**config.mk**
```make
export PLATFORM = sky130hd
export DESIGN_NAME = ccpd_clock_ctrl
export DESIGN_NICKNAME = d
export VERILOG_FILES = /design/src/core/ccpd_pkg.sv /design/src/core/ccpd_clock_ctrl.sv /design/src/core/ccpd_fail_detect.sv
export SDC_FILE = /design/constraint.sdc
export NUM_CORES = 1
export LEC_CHECK = 0
export BUFFER_PORTS_ARGS = -buffer_cell sky130_fd_sc_hd__buf_2
export CAP_MARGIN = 0
export CORE_MARGIN = 1.5
export CORE_UTILIZATION = 57
export CTS_CLUSTER_SIZE = 14
export DETAILED_ROUTE_END_ITERATION = 6
export HOLD_SLACK_MARGIN = 0.03
export PLACE_DENSITY_LB_ADDON = 0.1
export SYNTH_ARGS = -nofsm -noshare
export SYNTH_HDL_FRONTEND = slang
export SYNTH_SLANG_ARGS = --single-unit
```
**constraint.sdc**
```tcl
create_clock -name clock -period 5.9 [get_ports clock]
set_input_delay 0 -clock clock [delete_from_list [all_inputs] [get_ports clock]]
set_output_delay 0 -clock clock [all_outputs]
set_load 0.02 [all_outputs]
```
**src/core/ccpd_pkg.sv**
```systemverilog
/*
  Constants shared by the clock controller: field positions, source codes,
  reset values, timing figures and state encodings.
  Assumes a single 250 MHz controller clock.
*/
package ccpd_pkg;

  // ----------------------------------------------------------------------
  // Controller clock
  // ----------------------------------------------------------------------
  localparam int CLOCK_PERIOD_PS = 4000;

  // ----------------------------------------------------------------------
  // Timing (least times, rounded up to whole cycles)
  // ----------------------------------------------------------------------
  localparam int FAST_FAIL_NS = 1000;
  localparam int FAST_FAIL_CYCLES = (FAST_FAIL_NS * 1000 + CLOCK_PERIOD_PS - 1) / CLOCK_PERIOD_PS;
  localparam int SLOW_FAIL_NS = 100000;
  localparam int SLOW_FAIL_CYCLES = (SLOW_FAIL_NS * 1000 + CLOCK_PERIOD_PS - 1) / CLOCK_PERIOD_PS;
  localparam int SWITCH_SETTLE_NS = 32;
  localparam int SWITCH_CYCLES = (SWITCH_SETTLE_NS * 1000 + CLOCK_PERIOD_PS - 1) / CLOCK_PERIOD_PS;

  // ----------------------------------------------------------------------
  // Field positions
  // ----------------------------------------------------------------------
  localparam int PWR_HXT_EN_BIT = 0;
  localparam int PWR_LXT_EN_BIT = 1;
  localparam int PWR_INTERNAL_FAST_OSCILLATOR_EN_BIT = 2;
  localparam int PWR_INTERNAL_SLOW_OSCILLATOR_EN_BIT = 3;
  localparam int PWR_PD_BIT = 7;
  localparam int SEL_SYS_LSB = 0;
  localparam int SEL_TICK_LSB = 3;
  localparam int DET_FAST_EN_BIT = 4;
  localparam int DET_FAST_IRQ_BIT = 5;
  localparam int DET_SLOW_EN_BIT = 12;
  localparam int DET_SLOW_IRQ_BIT = 13;
  localparam int STS_FAST_FAIL_BIT = 0;
  localparam int STS_SLOW_FAIL_BIT = 1;
  localparam int TICK_EXT_BIT = 2;
  localparam int OUT_DIV_LSB = 0;
  localparam int OUT_EN_BIT = 4;

  // Oscillator index in the stable / waveform input vectors
  localparam int OSC_HXT = 0;
  localparam int OSC_LXT = 1;
  localparam int OSC_INTERNAL_FAST_OSCILLATOR = 2;
  localparam int OSC_INTERNAL_SLOW_OSCILLATOR = 3;

  // ----------------------------------------------------------------------
  // Source codes and reset values
  // ----------------------------------------------------------------------
  localparam logic [2:0] SRC_HXT = 3'h0;
  localparam logic [2:0] SRC_LXT = 3'h1;
  localparam logic [2:0] SRC_INTERNAL_SLOW_OSCILLATOR = 3'h3;
  localparam logic [2:0] SRC_INTERNAL_FAST_OSCILLATOR = 3'h7;
  localparam logic [2:0] SYS_SRC_RESET = 3'h7;
  localparam logic [2:0] TICK_SRC_COUNT = 3'h5;
  localparam logic [2:0] TICK_SRC_RESET = 3'h0;
  localparam logic [15:0] DIV_COUNT_RESET = 16'h0000;

  // ----------------------------------------------------------------------
  // State encodings
  // ----------------------------------------------------------------------
  typedef enum logic [1:0] {
    CCPD_RUN = 2'b00,
    CCPD_DOWN = 2'b01,
    CCPD_WAKE = 2'b10
  } ccpd_pm_t;

  typedef enum logic [0:0] {
    CCPD_SW_IDLE = 1'b0,
    CCPD_SW_WAIT = 1'b1
  } ccpd_sw_t;

endpackage : ccpd_pkg

```
**src/core/ccpd_clock_ctrl.sv**
```systemverilog
/*
  Clock controller: system and tick clock selection, crystal stop
  supervision with fast-crystal fallback, power-down entry and wake-up, and the
  power-of-two clock output divider.
  Assumes oscillator waveforms and stable flags arrive asynchronously, and
  that the core's wait-for-interrupt and wake inputs share this clock.
*/
`timescale 1ns/100ps
`default_nettype none

module ccpd_clock_ctrl
  import ccpd_pkg::*;
#(
  parameter int PERIPH_COUNT = 8,
  parameter int SLOW_TIMEOUT = ccpd_pkg::SLOW_FAIL_CYCLES
) (
  // Clock and reset
  input wire logic clock,
  input wire logic reset,
  // Software control registers
  input wire logic [7:0] power_control_reg,
  input wire logic [7:0] clock_select_reg,
  input wire logic [15:0] detector_control_reg,
  input wire logic [7:0] clock_output_control_reg,
  input wire logic [7:0] tick_timer_control_reg,
  input wire logic [1:0] fail_flag_clear,
  // Core handshake
  input wire logic wait_for_interrupt_instruction,
  input wire logic wake_interrupt,
  // Oscillators (asynchronous)
  input wire logic [1:0] crystal_wave,
  input wire logic [3:0] osc_stable,
  // Peripheral gate requests
  input wire logic [PERIPH_COUNT-1:0] periph_clock_enable,
  input wire logic [PERIPH_COUNT-1:0] periph_on_slow,
  // Oscillator enables
  output logic external_fast_crystal_enable,
  output logic external_slow_crystal_enable,
  output logic internal_fast_oscillator_enable,
  output logic internal_slow_oscillator_enable,
  // Clock routing and gates
  output logic [2:0] system_clock_source,
  output logic system_clock_on,
  output logic tick_use_external,
  output logic [2:0] tick_clock_source,
  output logic tick_clock_valid,
  output logic [PERIPH_COUNT-1:0] periph_clock_on,
  output logic clock_output_pin,
  // Status
  output logic [1:0] detector_status_reg,
  output logic clock_fail_irq,
  output logic powered_down
);

  // ----------------------------------------------------------------------
  // Declarations
  // ----------------------------------------------------------------------
  localparam logic [2:0] SW_LAST = 3'(SWITCH_CYCLES - 1);

  logic [5:0] sync_a;
  logic [5:0] sync_b;
  logic [1:0] wave_s;
  logic [3:0] stable_s;
  ccpd_pm_t pm_state;
  ccpd_pm_t next_pm_state;
  ccpd_sw_t sw_state;
  logic [2:0] sw_count;
  logic [2:0] sys_request;
  logic [2:0] sys_field;
  logic force_internal_fast_oscillator;
  logic fast_stop;
  logic slow_stop;
  logic fast_det_en;
  logic slow_det_en;
  logic entry_ok;
  logic next_down;
  logic [15:0] div_count;
  logic [15:0] next_div_count;
  logic div_run;
  logic div_bit;
  logic out_en;

  // Source code to synchronised stable flag
  function automatic logic source_ready(input logic [2:0] code, input logic [3:0] st);
    case (code)
      SRC_HXT: source_ready = st[OSC_HXT];
      SRC_LXT: source_ready = st[OSC_LXT];
      SRC_INTERNAL_SLOW_OSCILLATOR: source_ready = st[OSC_INTERNAL_SLOW_OSCILLATOR];
      default: source_ready = st[OSC_INTERNAL_FAST_OSCILLATOR];
    endcase
  endfunction : source_ready

  // ----------------------------------------------------------------------
  // Input synchronisers
  // ----------------------------------------------------------------------
  // Two stages for every oscillator-side input; stage one feeds only stage two
  always_ff @(posedge clock or posedge reset) begin
    if (reset) begin
      sync_a <= 6'h00;
      sync_b <= 6'h00;
    end else begin
      sync_a <= {osc_stable, crystal_wave};
      sync_b <= sync_a;
    end
  end

  assign wave_s = sync_b[1:0];
  assign stable_s = sync_b[5:2];
  assign fast_det_en = detector_control_reg[DET_FAST_EN_BIT];
  assign slow_det_en = detector_control_reg[DET_SLOW_EN_BIT];

  // ----------------------------------------------------------------------
  // Crystal stop detectors
  // ----------------------------------------------------------------------
  ccpd_fail_detect #(
    .TIMEOUT(FAST_FAIL_CYCLES)
  ) u_fast_detect (
    .clock(clock),
    .reset(reset),
    .enable(fast_det_en & external_fast_crystal_enable),
    .osc_level(wave_s[OSC_HXT]),
    .stop_pulse(fast_stop)
  );

  ccpd_fail_detect #(
    .TIMEOUT(SLOW_TIMEOUT)
  ) u_slow_detect (
    .clock(clock),
    .reset(reset),
    .enable(slow_det_en & external_slow_crystal_enable),
    .osc_level(wave_s[OSC_LXT]),
    .stop_pulse(slow_stop)
  );

  // Sticky fail flags; a stop in the clear cycle wins over the clear
  always_ff @(posedge clock or posedge reset) begin
    if (reset) begin
      detector_status_reg <= 2'b00;
    end else begin
      detector_status_reg[STS_FAST_FAIL_BIT] <= fast_stop |
        (detector_status_reg[STS_FAST_FAIL_BIT] & ~fail_flag_clear[STS_FAST_FAIL_BIT]);
      detector_status_reg[STS_SLOW_FAIL_BIT] <= slow_stop |
        (detector_status_reg[STS_SLOW_FAIL_BIT] & ~fail_flag_clear[STS_SLOW_FAIL_BIT]);
    end
  end

  // Interrupt only through each detector's own enable
  assign clock_fail_irq = (detector_status_reg[STS_FAST_FAIL_BIT] & detector_control_reg[DET_FAST_IRQ_BIT]) |
    (detector_status_reg[STS_SLOW_FAIL_BIT] & detector_control_reg[DET_SLOW_IRQ_BIT]);

  // Fallback latch: held until software clears the fast flag, so a dead
  // crystal is never reselected behind software's back
  always_ff @(posedge clock or posedge reset) begin
    if (reset) begin
      force_internal_fast_oscillator <= 1'b0;
    end else if (fast_stop && fast_det_en && system_clock_source == SRC_HXT) begin
      force_internal_fast_oscillator <= 1'b1;
    end else if (fail_flag_clear[STS_FAST_FAIL_BIT]) begin
      force_internal_fast_oscillator <= 1'b0;
    end
  end

  // ----------------------------------------------------------------------
  // Power-down sequencing
  // ----------------------------------------------------------------------
  assign entry_ok = wait_for_interrupt_instruction & power_control_reg[PWR_PD_BIT];

  // Next power state
  always_comb begin
    next_pm_state = pm_state;
    case (pm_state)
      CCPD_RUN: begin
        if (entry_ok && sw_state == CCPD_SW_IDLE) begin
          next_pm_state = CCPD_DOWN;
        end
      end
      CCPD_DOWN: begin
        if (wake_interrupt) begin
          next_pm_state = CCPD_WAKE;
        end
      end
      CCPD_WAKE: begin
        if (source_ready(system_clock_source, stable_s)) begin
          next_pm_state = CCPD_RUN;
        end
      end
      default: next_pm_state = CCPD_RUN;
    endcase
  end

  // Power state register
  always_ff @(posedge clock or posedge reset) begin
    if (reset) begin
      pm_state <= CCPD_RUN;
    end else begin
      pm_state <= next_pm_state;
    end
  end

  assign powered_down = (pm_state == CCPD_DOWN);
  assign next_down = (next_pm_state == CCPD_DOWN);

  // Fast oscillator enables follow the next state so they drop with entry
  always_ff @(posedge clock or posedge reset) begin
    if (reset) begin
      external_fast_crystal_enable <= 1'b0;
      external_slow_crystal_enable <= 1'b0;
      internal_fast_oscillator_enable <= 1'b1;
      internal_slow_oscillator_enable <= 1'b0;
    end else begin
      external_fast_crystal_enable <= power_control_reg[PWR_HXT_EN_BIT] & ~next_down;
      internal_fast_oscillator_enable <= (power_control_reg[PWR_INTERNAL_FAST_OSCILLATOR_EN_BIT] | fast_det_en |
        (system_clock_source == SRC_INTERNAL_FAST_OSCILLATOR)) & ~next_down;
      external_slow_crystal_enable <= power_control_reg[PWR_LXT_EN_BIT];
      internal_slow_oscillator_enable <= power_control_reg[PWR_INTERNAL_SLOW_OSCILLATOR_EN_BIT] | slow_det_en;
    end
  end

  // ----------------------------------------------------------------------
  // System clock selection
  // ----------------------------------------------------------------------
  assign sys_field = clock_select_reg[SEL_SYS_LSB +: 3];

  // Unmapped codes fall back to the internal fast oscillator
  always_comb begin
    case (sys_field)
      SRC_HXT, SRC_LXT, SRC_INTERNAL_SLOW_OSCILLATOR: sys_request = force_internal_fast_oscillator ? SRC_INTERNAL_FAST_OSCILLATOR : sys_field;
      default: sys_request = SRC_INTERNAL_FAST_OSCILLATOR;
    endcase
  end

  // Switch waits for the new source to be stable for the settle time;
  // the system gate is off meanwhile so no pulse is ever cut short
  always_ff @(posedge clock or posedge reset) begin
    if (reset) begin
      sw_state <= CCPD_SW_IDLE;
      sw_count <= 3'h0;
      system_clock_source <= SYS_SRC_RESET;
    end else begin
      case (sw_state)
        CCPD_SW_IDLE: begin
          sw_count <= 3'h0;
          if (pm_state == CCPD_RUN && sys_request != system_clock_source) begin
            sw_state <= CCPD_SW_WAIT;
          end
        end
        CCPD_SW_WAIT: begin
          if (sys_request == system_clock_source) begin
            sw_state <= CCPD_SW_IDLE;
          end else if (!source_ready(sys_request, stable_s)) begin
            sw_count <= 3'h0;
          end else if (sw_count == SW_LAST) begin
            system_clock_source <= sys_request;
            sw_state <= CCPD_SW_IDLE;
          end else begin
            sw_count <= sw_count + 3'h1;
          end
        end
        default: sw_state <= CCPD_SW_IDLE;
      endcase
    end
  end

  // Clock gates: system off in power-down, wake and switching; peripherals
  // on slow sources survive power-down
  always_ff @(posedge clock or posedge reset) begin
    if (reset) begin
      system_clock_on <= 1'b0;
      periph_clock_on <= '0;
    end else begin
      system_clock_on <= (next_pm_state == CCPD_RUN) && sw_state == CCPD_SW_IDLE &&
        !(pm_state == CCPD_RUN && sys_request != system_clock_source);
      periph_clock_on <= periph_clock_enable & (periph_on_slow | {PERIPH_COUNT{~next_down}});
    end
  end

  // ----------------------------------------------------------------------
  // Tick timer clock
  // ----------------------------------------------------------------------
  always_ff @(posedge clock or posedge reset) begin
    if (reset) begin
      tick_use_external <= 1'b0;
      tick_clock_source <= TICK_SRC_RESET;
      tick_clock_valid <= 1'b1;
    end else begin
      tick_use_external <= tick_timer_control_reg[TICK_EXT_BIT];
      tick_clock_source <= clock_select_reg[SEL_TICK_LSB +: 3];
      tick_clock_valid <= clock_select_reg[SEL_TICK_LSB +: 3] < TICK_SRC_COUNT;
    end
  end

  // ----------------------------------------------------------------------
  // Clock output divider
  // ----------------------------------------------------------------------
  assign out_en = clock_output_control_reg[OUT_EN_BIT];
  // Counter bit k toggles every 2^k input cycles, i.e. one stage per bit
  assign next_div_count = (div_run && (out_en || clock_output_pin) && system_clock_on) ?
    div_count + 16'h0001 : div_count;
  assign div_bit = next_div_count[clock_output_control_reg[OUT_DIV_LSB +: 4]];

  // Divider runs while enabled, and after disable only until it reads low
  always_ff @(posedge clock or posedge reset) begin
    if (reset) begin
      div_count <= DIV_COUNT_RESET;
      div_run <= 1'b0;
      clock_output_pin <= 1'b0;
    end else begin
      div_count <= next_div_count;
      div_run <= out_en | (div_run & clock_output_pin);
      clock_output_pin <= (out_en | (div_run & clock_output_pin)) & div_bit;
    end
  end
endmodule : ccpd_clock_ctrl

`default_nettype wire

```
**src/core/ccpd_fail_detect.sv**
```systemverilog
/*
  Crystal stop detector: watches a synchronised oscillator waveform and
  pulses once when no edge has been seen for TIMEOUT cycles.
  Assumes osc_level has already passed a two-stage synchroniser.
*/
`timescale 1ns/100ps
`default_nettype none

module ccpd_fail_detect #(
  parameter int TIMEOUT = 250
) (
  // Clock and reset
  input wire logic clock,
  input wire logic reset,
  // Control and observed waveform
  input wire logic enable,
  input wire logic osc_level,
  // Event
  output logic stop_pulse
);

  localparam int CW = $clog2(TIMEOUT + 1);
  localparam logic [CW-1:0] LIMIT = CW'(TIMEOUT - 1);

  logic prev_level;
  logic [CW-1:0] quiet_count;
  logic stopped;
  logic edge_seen;

  assign edge_seen = osc_level ^ prev_level;

  // Edge history
  always_ff @(posedge clock or posedge reset) begin
    if (reset) begin
      prev_level <= 1'b0;
    end else begin
      prev_level <= osc_level;
    end
  end

  // Quiet-time counter; rearmed by any edge or while disabled
  always_ff @(posedge clock or posedge reset) begin
    if (reset) begin
      quiet_count <= '0;
      stopped <= 1'b0;
      stop_pulse <= 1'b0;
    end else if (!enable || edge_seen) begin
      quiet_count <= '0;
      stopped <= 1'b0;
      stop_pulse <= 1'b0;
    end else if (quiet_count == LIMIT && !stopped) begin
      stopped <= 1'b1; // One report per stop, not one per cycle
      stop_pulse <= 1'b1;
    end else begin
      quiet_count <= (quiet_count == LIMIT) ? quiet_count : quiet_count + 1'b1;
      stop_pulse <= 1'b0;
    end
  end
endmodule : ccpd_fail_detect

`default_nettype wire

```
; Word level (Yosys, flattened, before mapping)
; Cells that the tools add are included.
[totals]
ff_bits = 89
inputBits = 76
out_inout_bits = 26
elab_cells = 152
[classes]
n_addsub = 4
order_cmp = 2
n_eq_ne = 21
mux = 39
bitwise_logic = 27
n_reduce_logical = 31
[op_table]
columns = cell, count
row1 = $mux W15, 3
row2 = $mux W8, 3
row3 = $mux W1, 18
row4 = $add A16 B1 Y16 const B, 1
row5 = $mux W16, 1
row6 = $add A15 B1 Y15 const B, 1
row7 = $eq A15 B15 Y1 const B, 1
row8 = $mux W3, 5
row9 = $and A1 B1 Y1, 11
row10 = $logic_and A1 B1 Y1, 10
row11 = $eq A3 B1 Y1 const B, 3
row12 = $eq A3 B2 Y1 const B, 3
row13 = $logic_not A3 Y1, 3
row14 = $add A8 B1 Y8 const B, 1
row15 = $and A8 B8 Y8, 1
row16 = $eq A8 B8 Y1 const B, 1
row17 = $ne A2 B1 Y1 const B, 4
row18 = $or A8 B8 Y8, 1
row19 = $or A1 B1 Y1, 7
row20 = $eq A3 B3 Y1 const B, 2
row21 = $mux W2, 3
row22 = $pmux W1 S3, 2
row23 = $pmux W2 S3, 1
row24 = $pmux W3 S2, 1
row25 = 20 further kinds, 37

; Depth between registers and ports, before layout
; Gate-level depths: netlist of run 1.
[depth]
ltp_word = 10
mapped_depth = 8
mapped_depth_nobuf = 7

; Hierarchy
; Synthesis of run 1 repeated with hierarchy kept, for this count alone.
[hier_totals]
cells_unflattened = 382
hier_area_um2 = 4154.0
[modules_own_cells]
columns = mod, instances, cells_per_inst, area_per_inst_um2, seq_area_each_um2
row1 = ccpd_clock_ctrl, 1, 240, 2725.1, 1507.7
row2 = ccpd_fail_detect (u_slow_detect), 1, 91, 898.4, 450.4
row3 = ccpd_fail_detect (u_fast_detect), 1, 51, 530.5, 275.3

; Worst setup path before layout of run 1
; OpenSTA, ideal clock, no wires.
[synth_path]
kind = register to register
from = reg clock_output_pin
to = reg clock_output_pin
setup_time_ns = 0.135
arrival_time_ns = 1.809
required_time_ns = 5.765
path_slack_ns = 3.956
path_stages_with_launch = 8
n_path_buf = 1
synth_period_minus_slack_ns = 1.944
path_cell_list = dfrtp_1 -> o211ai_2 -> buf_6 -> mux2_2 -> o21ai_0 -> a21oi_1 -> o311ai_0 -> a31oi_1
[synth_between]
elab_chain_len = 7
elab_cells_between_ends = 9
cone_classes = mux: 3 / bitwise: 3 / reduce/logical: 3
[synth_lines]
columns = element, line
row1 = "start, declared", ccpd_clock_ctrl.sv:48  ; output logic clock_output_pin,
row2 = "start signal, assigned", ccpd_clock_ctrl.sv:310  ; clock_output_pin <= (out_en | (div_run & clock_output_pin)) & div_bit;
row3 = $logic_or A1 B1 Y1, ccpd_clock_ctrl.sv:297  ; assign next_div_count = (div_run && (out_en || clock_output_pin) && system_clock_on) ?
row4 = $logic_and A1 B1 Y1 (2 in a row), ccpd_clock_ctrl.sv:297
row5 = $mux W16, ccpd_clock_ctrl.sv:297
row6 = via next_div_count[1], ccpd_clock_ctrl.sv:78  ; logic [15:0] next_div_count;
row7 = $bmux W1 S4, ccpd_clock_ctrl.sv:299  ; assign div_bit = next_div_count[clock_output_control_reg[OUT_DIV_LSB +: 4]];
row8 = $mux W1 (implied by the code), ccpd_clock_ctrl.sv:299
row9 = $and A1 B1 Y1, ccpd_clock_ctrl.sv:310
; The timed path passes the listed nets, and every way through them passes these cells. The select of a mux whose other input is x is not followed.
; A chain may end at the register's enable or synchronous reset.

; Worst setup path after layout of run 1
; Same ends and word-level chain as after synthesis.

==> run_results.csv, run 1 <==
group,metric,value,unit
run_status,status,"complete, no violations",
layout,regMostFlops,"div_count",
pwr,cellLeakagePower,2.366,nW
sta,layout_worst_path_cycle_share,38.03,%
yosys,async_flop_share,100.0,%
layout,multi_input_area,0.001660,mm^2
grt,antenna_found_initial,0,
yosys,synth.distinct_cells,59,
pwr,power_density,260.6,mW/mm^2
sta,fin_worst_skew,0.01103,ns
sta,hold_violations,0,
floorplanning,die_w,86.80,um
clock_tree,clk_path_buf_depth,2,
clock_tree,ctsResizeCount,0,
floorplanning,core.rowCount,30,
grt,grt_max_degree,90,
sta,fmax,445.7,MHz
sta,slew-limit-headroom,27.86,%
layout,fin_nets,561,
setup_path,reg2reg_slack,3.66,ns
grt,grt_first_pass_wirelength,14640,um
routing,ant_nets,0,
clock_tree,cts_tree,"yes",
layout,diodes,0,
routing,first_iter_violations,198,
routing,drc,0,
yosys,syn_inst,361,
setup_path,worstSetupStartpointType,"flip-flop",
yosys,synth_edf_count,0,
setup_path,worstPathCellList,"o211ai_2 -> nor2_1 -> xor2_1 -> a211o_1 -> o311ai_0 -> a31oi_1",
clock_tree,htreeDepth,3,
setup_path,crit_type,"flip-flop to flip-flop",
clock_tree,cts_root_buf,"clkbuf_8",
setup_path,ff2ff_path_depth,6,
place,io_buffers,74,
layout,fillers,471,
sta,maxSlewViolCount,0,
yosys,synth_fp_nets,443,
yosys,ys_seq_elements,89,
setup_path,max_stage_delay,0.57,ns
sta,worst_pin_slew,1.082,ns
floorplanning,die_y,86.80,um
setup_path,cp_data_required_time,6.13,ns
layout,largest_reg_flops,16,
place,routabilityCongestion,0.8322,
layout,ff_latch_area,0.002233,mm^2
worst_hold_path,hp-start,"clock_output_control_reg[2]",
flow_run,drv_cap,0,
floorplanning,die_area,0.007533,mm^2
clock_tree,post_cts_buffers,0,
pwr,ir_drop,0.0002194,V
setup_path,cp_max_fo,13,
grt,grt_overflow,0,
worst_hold_path,min_delay_path_depth,3,
setup_path,critPathSlowestCell,"o211ai_2",
place,dp_hpwl,5224,um
sta,setup_viol,0,
routing,routed_via_density,5.471,
yosys,syn_avg_cell_area,11.09,um^2
floorplanning,initial_utilization,58.91,%
floorplanning,core,0.006794,mm^2
routing,drt-pass1-iter-count,5,
sta,fin_crit,2.244,ns
setup_path,critPathCaptureType,"flip-flop",
worst_hold_path,hold_path.class,"primary input to flip-flop",
clock_tree,clk_latency,0.36,ns
yosys,synth_area,0.004003,mm^2
routing,drt_wl_total,8408,um
yosys,yosysWarnings,0,
sta,tns,0,ns
grt,track_usage,25.16,%
clock_tree,path_clk_slew,0.09,ns
grt,grt_pass1_vias,3267,
layout,reg_top3,"div_count x16, u_slow_detect.quiet_count x15",
yosys,ys_seq_area_share,55.80,%
layout,layout_common_cells,"dfrtp_1, buf_2, dlygate4sd3_1",
setup_path,reg2reg_from,"clock_output_pin",
routing,vias,3173,
clock_tree,cts.sinks,89,
pwr,power,1.325,mW
sta,rsz0062_at_grt,"no",
layout,final_common_cell,"dfrtp_1",
clock_tree,cts_buffers,9,
yosys,ys.flop_type,"dfrtp_1",
floorplanning,io_pins,102,
setup_path,crit_arrival,2.47,ns
layout,syn2layout_area_growth,27.01,%
layout,drive_gt1_share,22.52,%
setup_path,crit_path_start,"clock_output_pin",
routing,post_drt_wl_per_cell,14.50,um
report_power, final:
| group | switching, mW | internal, mW | leakage (nW) |
|---|---|---|---|
| clock | 0.224 | 0.213 | 0.104 |
| combinational | 0.103 | 0.0925 | 1.12 |
| sequential | 0.0401 | 0.653 | 1.14 |
final cells by class:
cell class	count	share of cell area, %
Tap cell	96	2.363
Timing Repair Buffer	117	15.70
Clock inverter	6	1.428
Sequential cell	89	43.93
Inverter	16	1.206
Multi-Input combinational cell	246	32.66
Clock buffer	10	2.707
critical path, delay by kind of cell (launching register included):
family	cells	cell delay (ns)
DFF	1	0.43
AOI/OAI and AO/OA	4	1.23
and+or+nand+nor	1	0.25
xor gates and xnor gates	1	0.21
cells in the mapped netlist, types with 4 or more instances:
cell type	number	share of area, %
dfrtp_1	84	53
nor2_1	33	3.1
nand3_1	24	3.0
xor2_1	19	4.2
nand2_1	17	1.6
inv_1	15	1.4
a21oi_1	14	1.8
xnor2_1	14	3.1
nor3_1	12	1.5
o21ai_0	9	1.1
o21a_1	8	1.5
or3_1	7	1.1
and3_1	6	0.94
clkbuf_1	6	0.56
ha_1	6	1.9
dfstp_2	5	3.3
mux2i_1	5	1.3
nand4_1	5	0.78
nor2b_1	5	0.78
nor4_1	4	0.63
o31ai_1	4	0.75
logic make-up (layout without fill, tap and decap cells):
| kind of cell | count (synthesis) | after routing | synth area share (%) |
|---|---|---|---|
| compound gates | 65 | 65 | 11.44 |
| fa+ha+maj | 6 | 6 | 1.876 |
| xor+xnor | 33 | 33 | 7.221 |
| flops | 89 | 89 | 55.80 |
| simple gates | 134 | 134 | 18.85 |
| buf+inv | 26 | 149 | 2.719 |
| mux | 8 | 8 | 2.094 |
per-layer routing:
metal  vias up  part of all wire [%]  track usage [%]  routed length [um]
met5         -                     0                0                   0
met3        26                   3.8            4.381                 321
met4         0                   3.1            11.58                 259
li1       1527                     -                -                   -
met1      1539                    41            31.05                3476
met2        81                    52            43.06                4351
final timing paths:
check                                                to
hold reg to reg                               sync_b[3]
hold / removal                         clock_output_pin
setup / recovery                       clock_output_pin
setup reg to reg                       clock_output_pin
max in group asynchronous                  div_count[0]
min in group asynchronous  u_fast_detect.quiet_count[1]
repair_timing:
action                     4_1_cts  5_1_grt
hold endpoints to repair        51        0
hold buffers                    42        0
setup endpoints to repair        0        0
stage by stage:
| step | instances | hold WS, ns | worst slack (ns) | utilization, % | instance area [um^2] |
|---|---|---|---|---|---|
| floorplan | 361 | 0.03143 | 3.601 | - | 4003 |
| global placement | 522 | 0.1074 | 3.651 | 65.54 | 4453 |
| detailed placement | 522 | 0.1098 | 3.645 | 65.54 | 4453 |
| CTS | 580 | 0.03805 | 3.634 | 74.83 | 5084 |
| global route | 580 | 0.05985 | 3.477 | 74.83 | 5084 |
| finish | 580 | 0.05967 | 3.656 | 74.83 | 5084 |
(Power assumes the default switching activity.)
==> run 2, diff against run 1 <==
Settings changed: CORE_UTILIZATION 57 to 48.
Clock period 5.9 ns to 1.9 ns, I/O delays scaled along.
==> run_results.csv, run 2 (same netlist as run 1, synthesis figures left out) <==
group,metric,value,unit
run_status,status,"complete, no violations",
clock_tree,cts_tree,"yes",
setup_path,worstSetupStartpointType,"flip-flop",
sta,maxSlewViolCount,0,
layout,fin_nets,593,
routing,drc,0,
layout,fillers,619,
layout,fin_cells,621,
grt,track_usage,20.99,%
layout,ff_latch_area,0.002238,mm^2
setup_path,cp_data_required_time,2.13,ns
floorplanning,core.rowCount,33,
pwr,power,4.015,mW
sta,layout_worst_path_cycle_share,97.25,%
floorplanning,io_pins,102,
flow_run,drv_cap,0,
routing,post_drt_wl_per_cell,13.72,um
place,io_buffers,74,
sta,fmax,541.2,MHz
routing,ant_nets,0,
worst_hold_path,hold_path.class,"primary input to flip-flop",
sta,hold_violations,0,
place,routabilityCongestion,0.7970,
routing,vias,3202,
layout,final_common_cell,"dfrtp_1",
floorplanning,die_area,0.008895,mm^2
clock_tree,clk_latency,0.35,ns
floorplanning,core,0.008134,mm^2
clock_tree,clk_path_buf_depth,2,
place,post-place-ws,-0.05296,ns
clock_tree,cts_root_buf,"clkbuf_8",
sta,slew-limit-headroom,68.90,%
layout,multi_input_area,0.001742,mm^2
layout,diodes,0,
clock_tree,htreeDepth,3,
layout,syn2layout_area_growth,35.48,%
setup_path,crit_arrival,2.08,ns
floorplanning,die_y,94.32,um
routing,routed_via_density,5.156,
grt,grt_pass1_vias,3201,
grt,antenna_found_initial,0,
grt,grt_first_pass_wirelength,14570,um
sta,fin_worst_skew,0.01651,ns
layout,regMostFlops,"div_count",
routing,drt-pass1-iter-count,4,
place,dp_hpwl,5844,um
pwr,ir_drop,0.0004857,V
sta,worst_pin_slew,0.4656,ns
setup_path,critPathCaptureType,"flip-flop",
setup_path,worstPathCellList,"o211ai_4 -> buf_4 -> or4b_1 -> a21oi_1 -> o221ai_1 -> o311ai_1 -> a31oi_1",
clock_tree,cts_buffers,9,
routing,drt_wl_total,8519,um
layout,layout_common_cells,"dfrtp_1, buf_2, dlygate4sd3_1",
layout,largest_reg_flops,16,
sta,fin_ws,0.05227,ns
floorplanning,initial_utilization,49.21,%
clock_tree,path_clk_slew,0.10,ns
sta,setup_viol,0,
routing,first_iter_violations,75,
sta,fin_crit,1.848,ns
place,placedCellCount,558,
setup_path,crit_type,"flip-flop to flip-flop",
sta,rsz0062_at_grt,"yes",
grt,grt_overflow,0,
layout,drive_gt1_share,30.23,%
grt,grt_max_degree,49,
layout,reg_top3,"div_count x16, u_slow_detect.quiet_count x15",
pwr,power_density,740.3,mW/mm^2
setup_path,cp_max_fo,5,
setup_path,max_stage_delay,0.50,ns
setup_path,critPathSlowestCell,"or4b_1",
floorplanning,die_w,94.32,um
pwr,cellLeakagePower,2.560,nW
clock_tree,cts.sinks,89,
[run 2: changes by cell type in the layout (fill, tap and decap cells not counted), moves of 2 or more]
cell,previous run,this run
buf_12,0,2
nor2_1,33,31
dfrtp_2,0,4
dfrtp_1,84,80
buf_4,1,31
inv_8,0,2
nor3_1,12,10
[run 2: metal layers]
metal | routed length [um] | track usage [%] | up-vias | part of all wire (%)
li1 | - | - | 1588 | -
met1 | 3982 | 27.57 | 1556 | 47
met2 | 4188 | 35.55 | 52 | 49
met3 | 255 | 4.288 | 6 | 3.0
met4 | 92 | 5.348 | 0 | 1.1
met5 | 0 | 0 | - | 0
[run 2: power breakdown]
group / switching [mW] / internal, mW
logic: 0.325 / 0.308
clock network: 0.727 / 0.504
registers: 0.121 / 2.03
[run 2: worst max-delay path, delay by kind of cell, from the launching register on]
| kind | cells | cell delay (ns) |
|---|---|---|
| buffers and inverters | 1 | 0.18 |
| and+or+nand+nor | 1 | 0.50 |
| AOI/OAI and AO/OA | 5 | 0.62 |
| DFF | 1 | 0.42 |
[run 2: area by class of cell]
type | instances | area share [%]
Sequential cell | 89 | 41.28
Multi-Input combinational cell | 246 | 32.12
Timing Repair Buffer | 149 | 19.64
Tap cell | 105 | 2.423
Clock buffer | 9 | 2.284
Inverter | 16 | 1.177
Clock inverter | 7 | 1.084
[run 2: final timing paths]
| check | to | slack (ns) | cells after the start | from |
|---|---|---|---|---|
| min in group asynchronous | tick_clock_source[1] | 0.20 | 3 | reset |
| worst min-delay path | clock_output_pin | 0.06 | 4 | clock_output_control_reg[3] |
| worst max register to register | clock_output_pin | 0.05 | 7 | system_clock_on |
| worst min register to register | sync_b[3] | 0.35 | 0 | sync_a[3] |
| max in group asynchronous | u_slow_detect.quiet_count[8] | 1.05 | 4 | reset |
| worst max-delay path | clock_output_pin | 0.05 | 7 | system_clock_on |
[run 2: through the flow]
stage	util (%)	area [um^2]	hold WS, ns	TNS (ns)
after global routing	66.67	5423	0.05945	-0.03637
after CTS	65.42	5321	0.04094	0
after detailed placement	57.73	4696	0.04267	-0.05296
after floorplan	-	4008	0.03143	0
after global placement	57.73	4696	0.03486	0
final	66.67	5423	0.06265	0
[run 2: timing repair]
action / 4_1_cts / 5_1_grt
resized for setup: 2 / 19
pin swaps: 1 / 8
buffers inserted: 3 / 3
hold buffers: 41 / 0
setup endpoints to repair: 1 / 7
endpoints found under the hold margin: 51 / 0
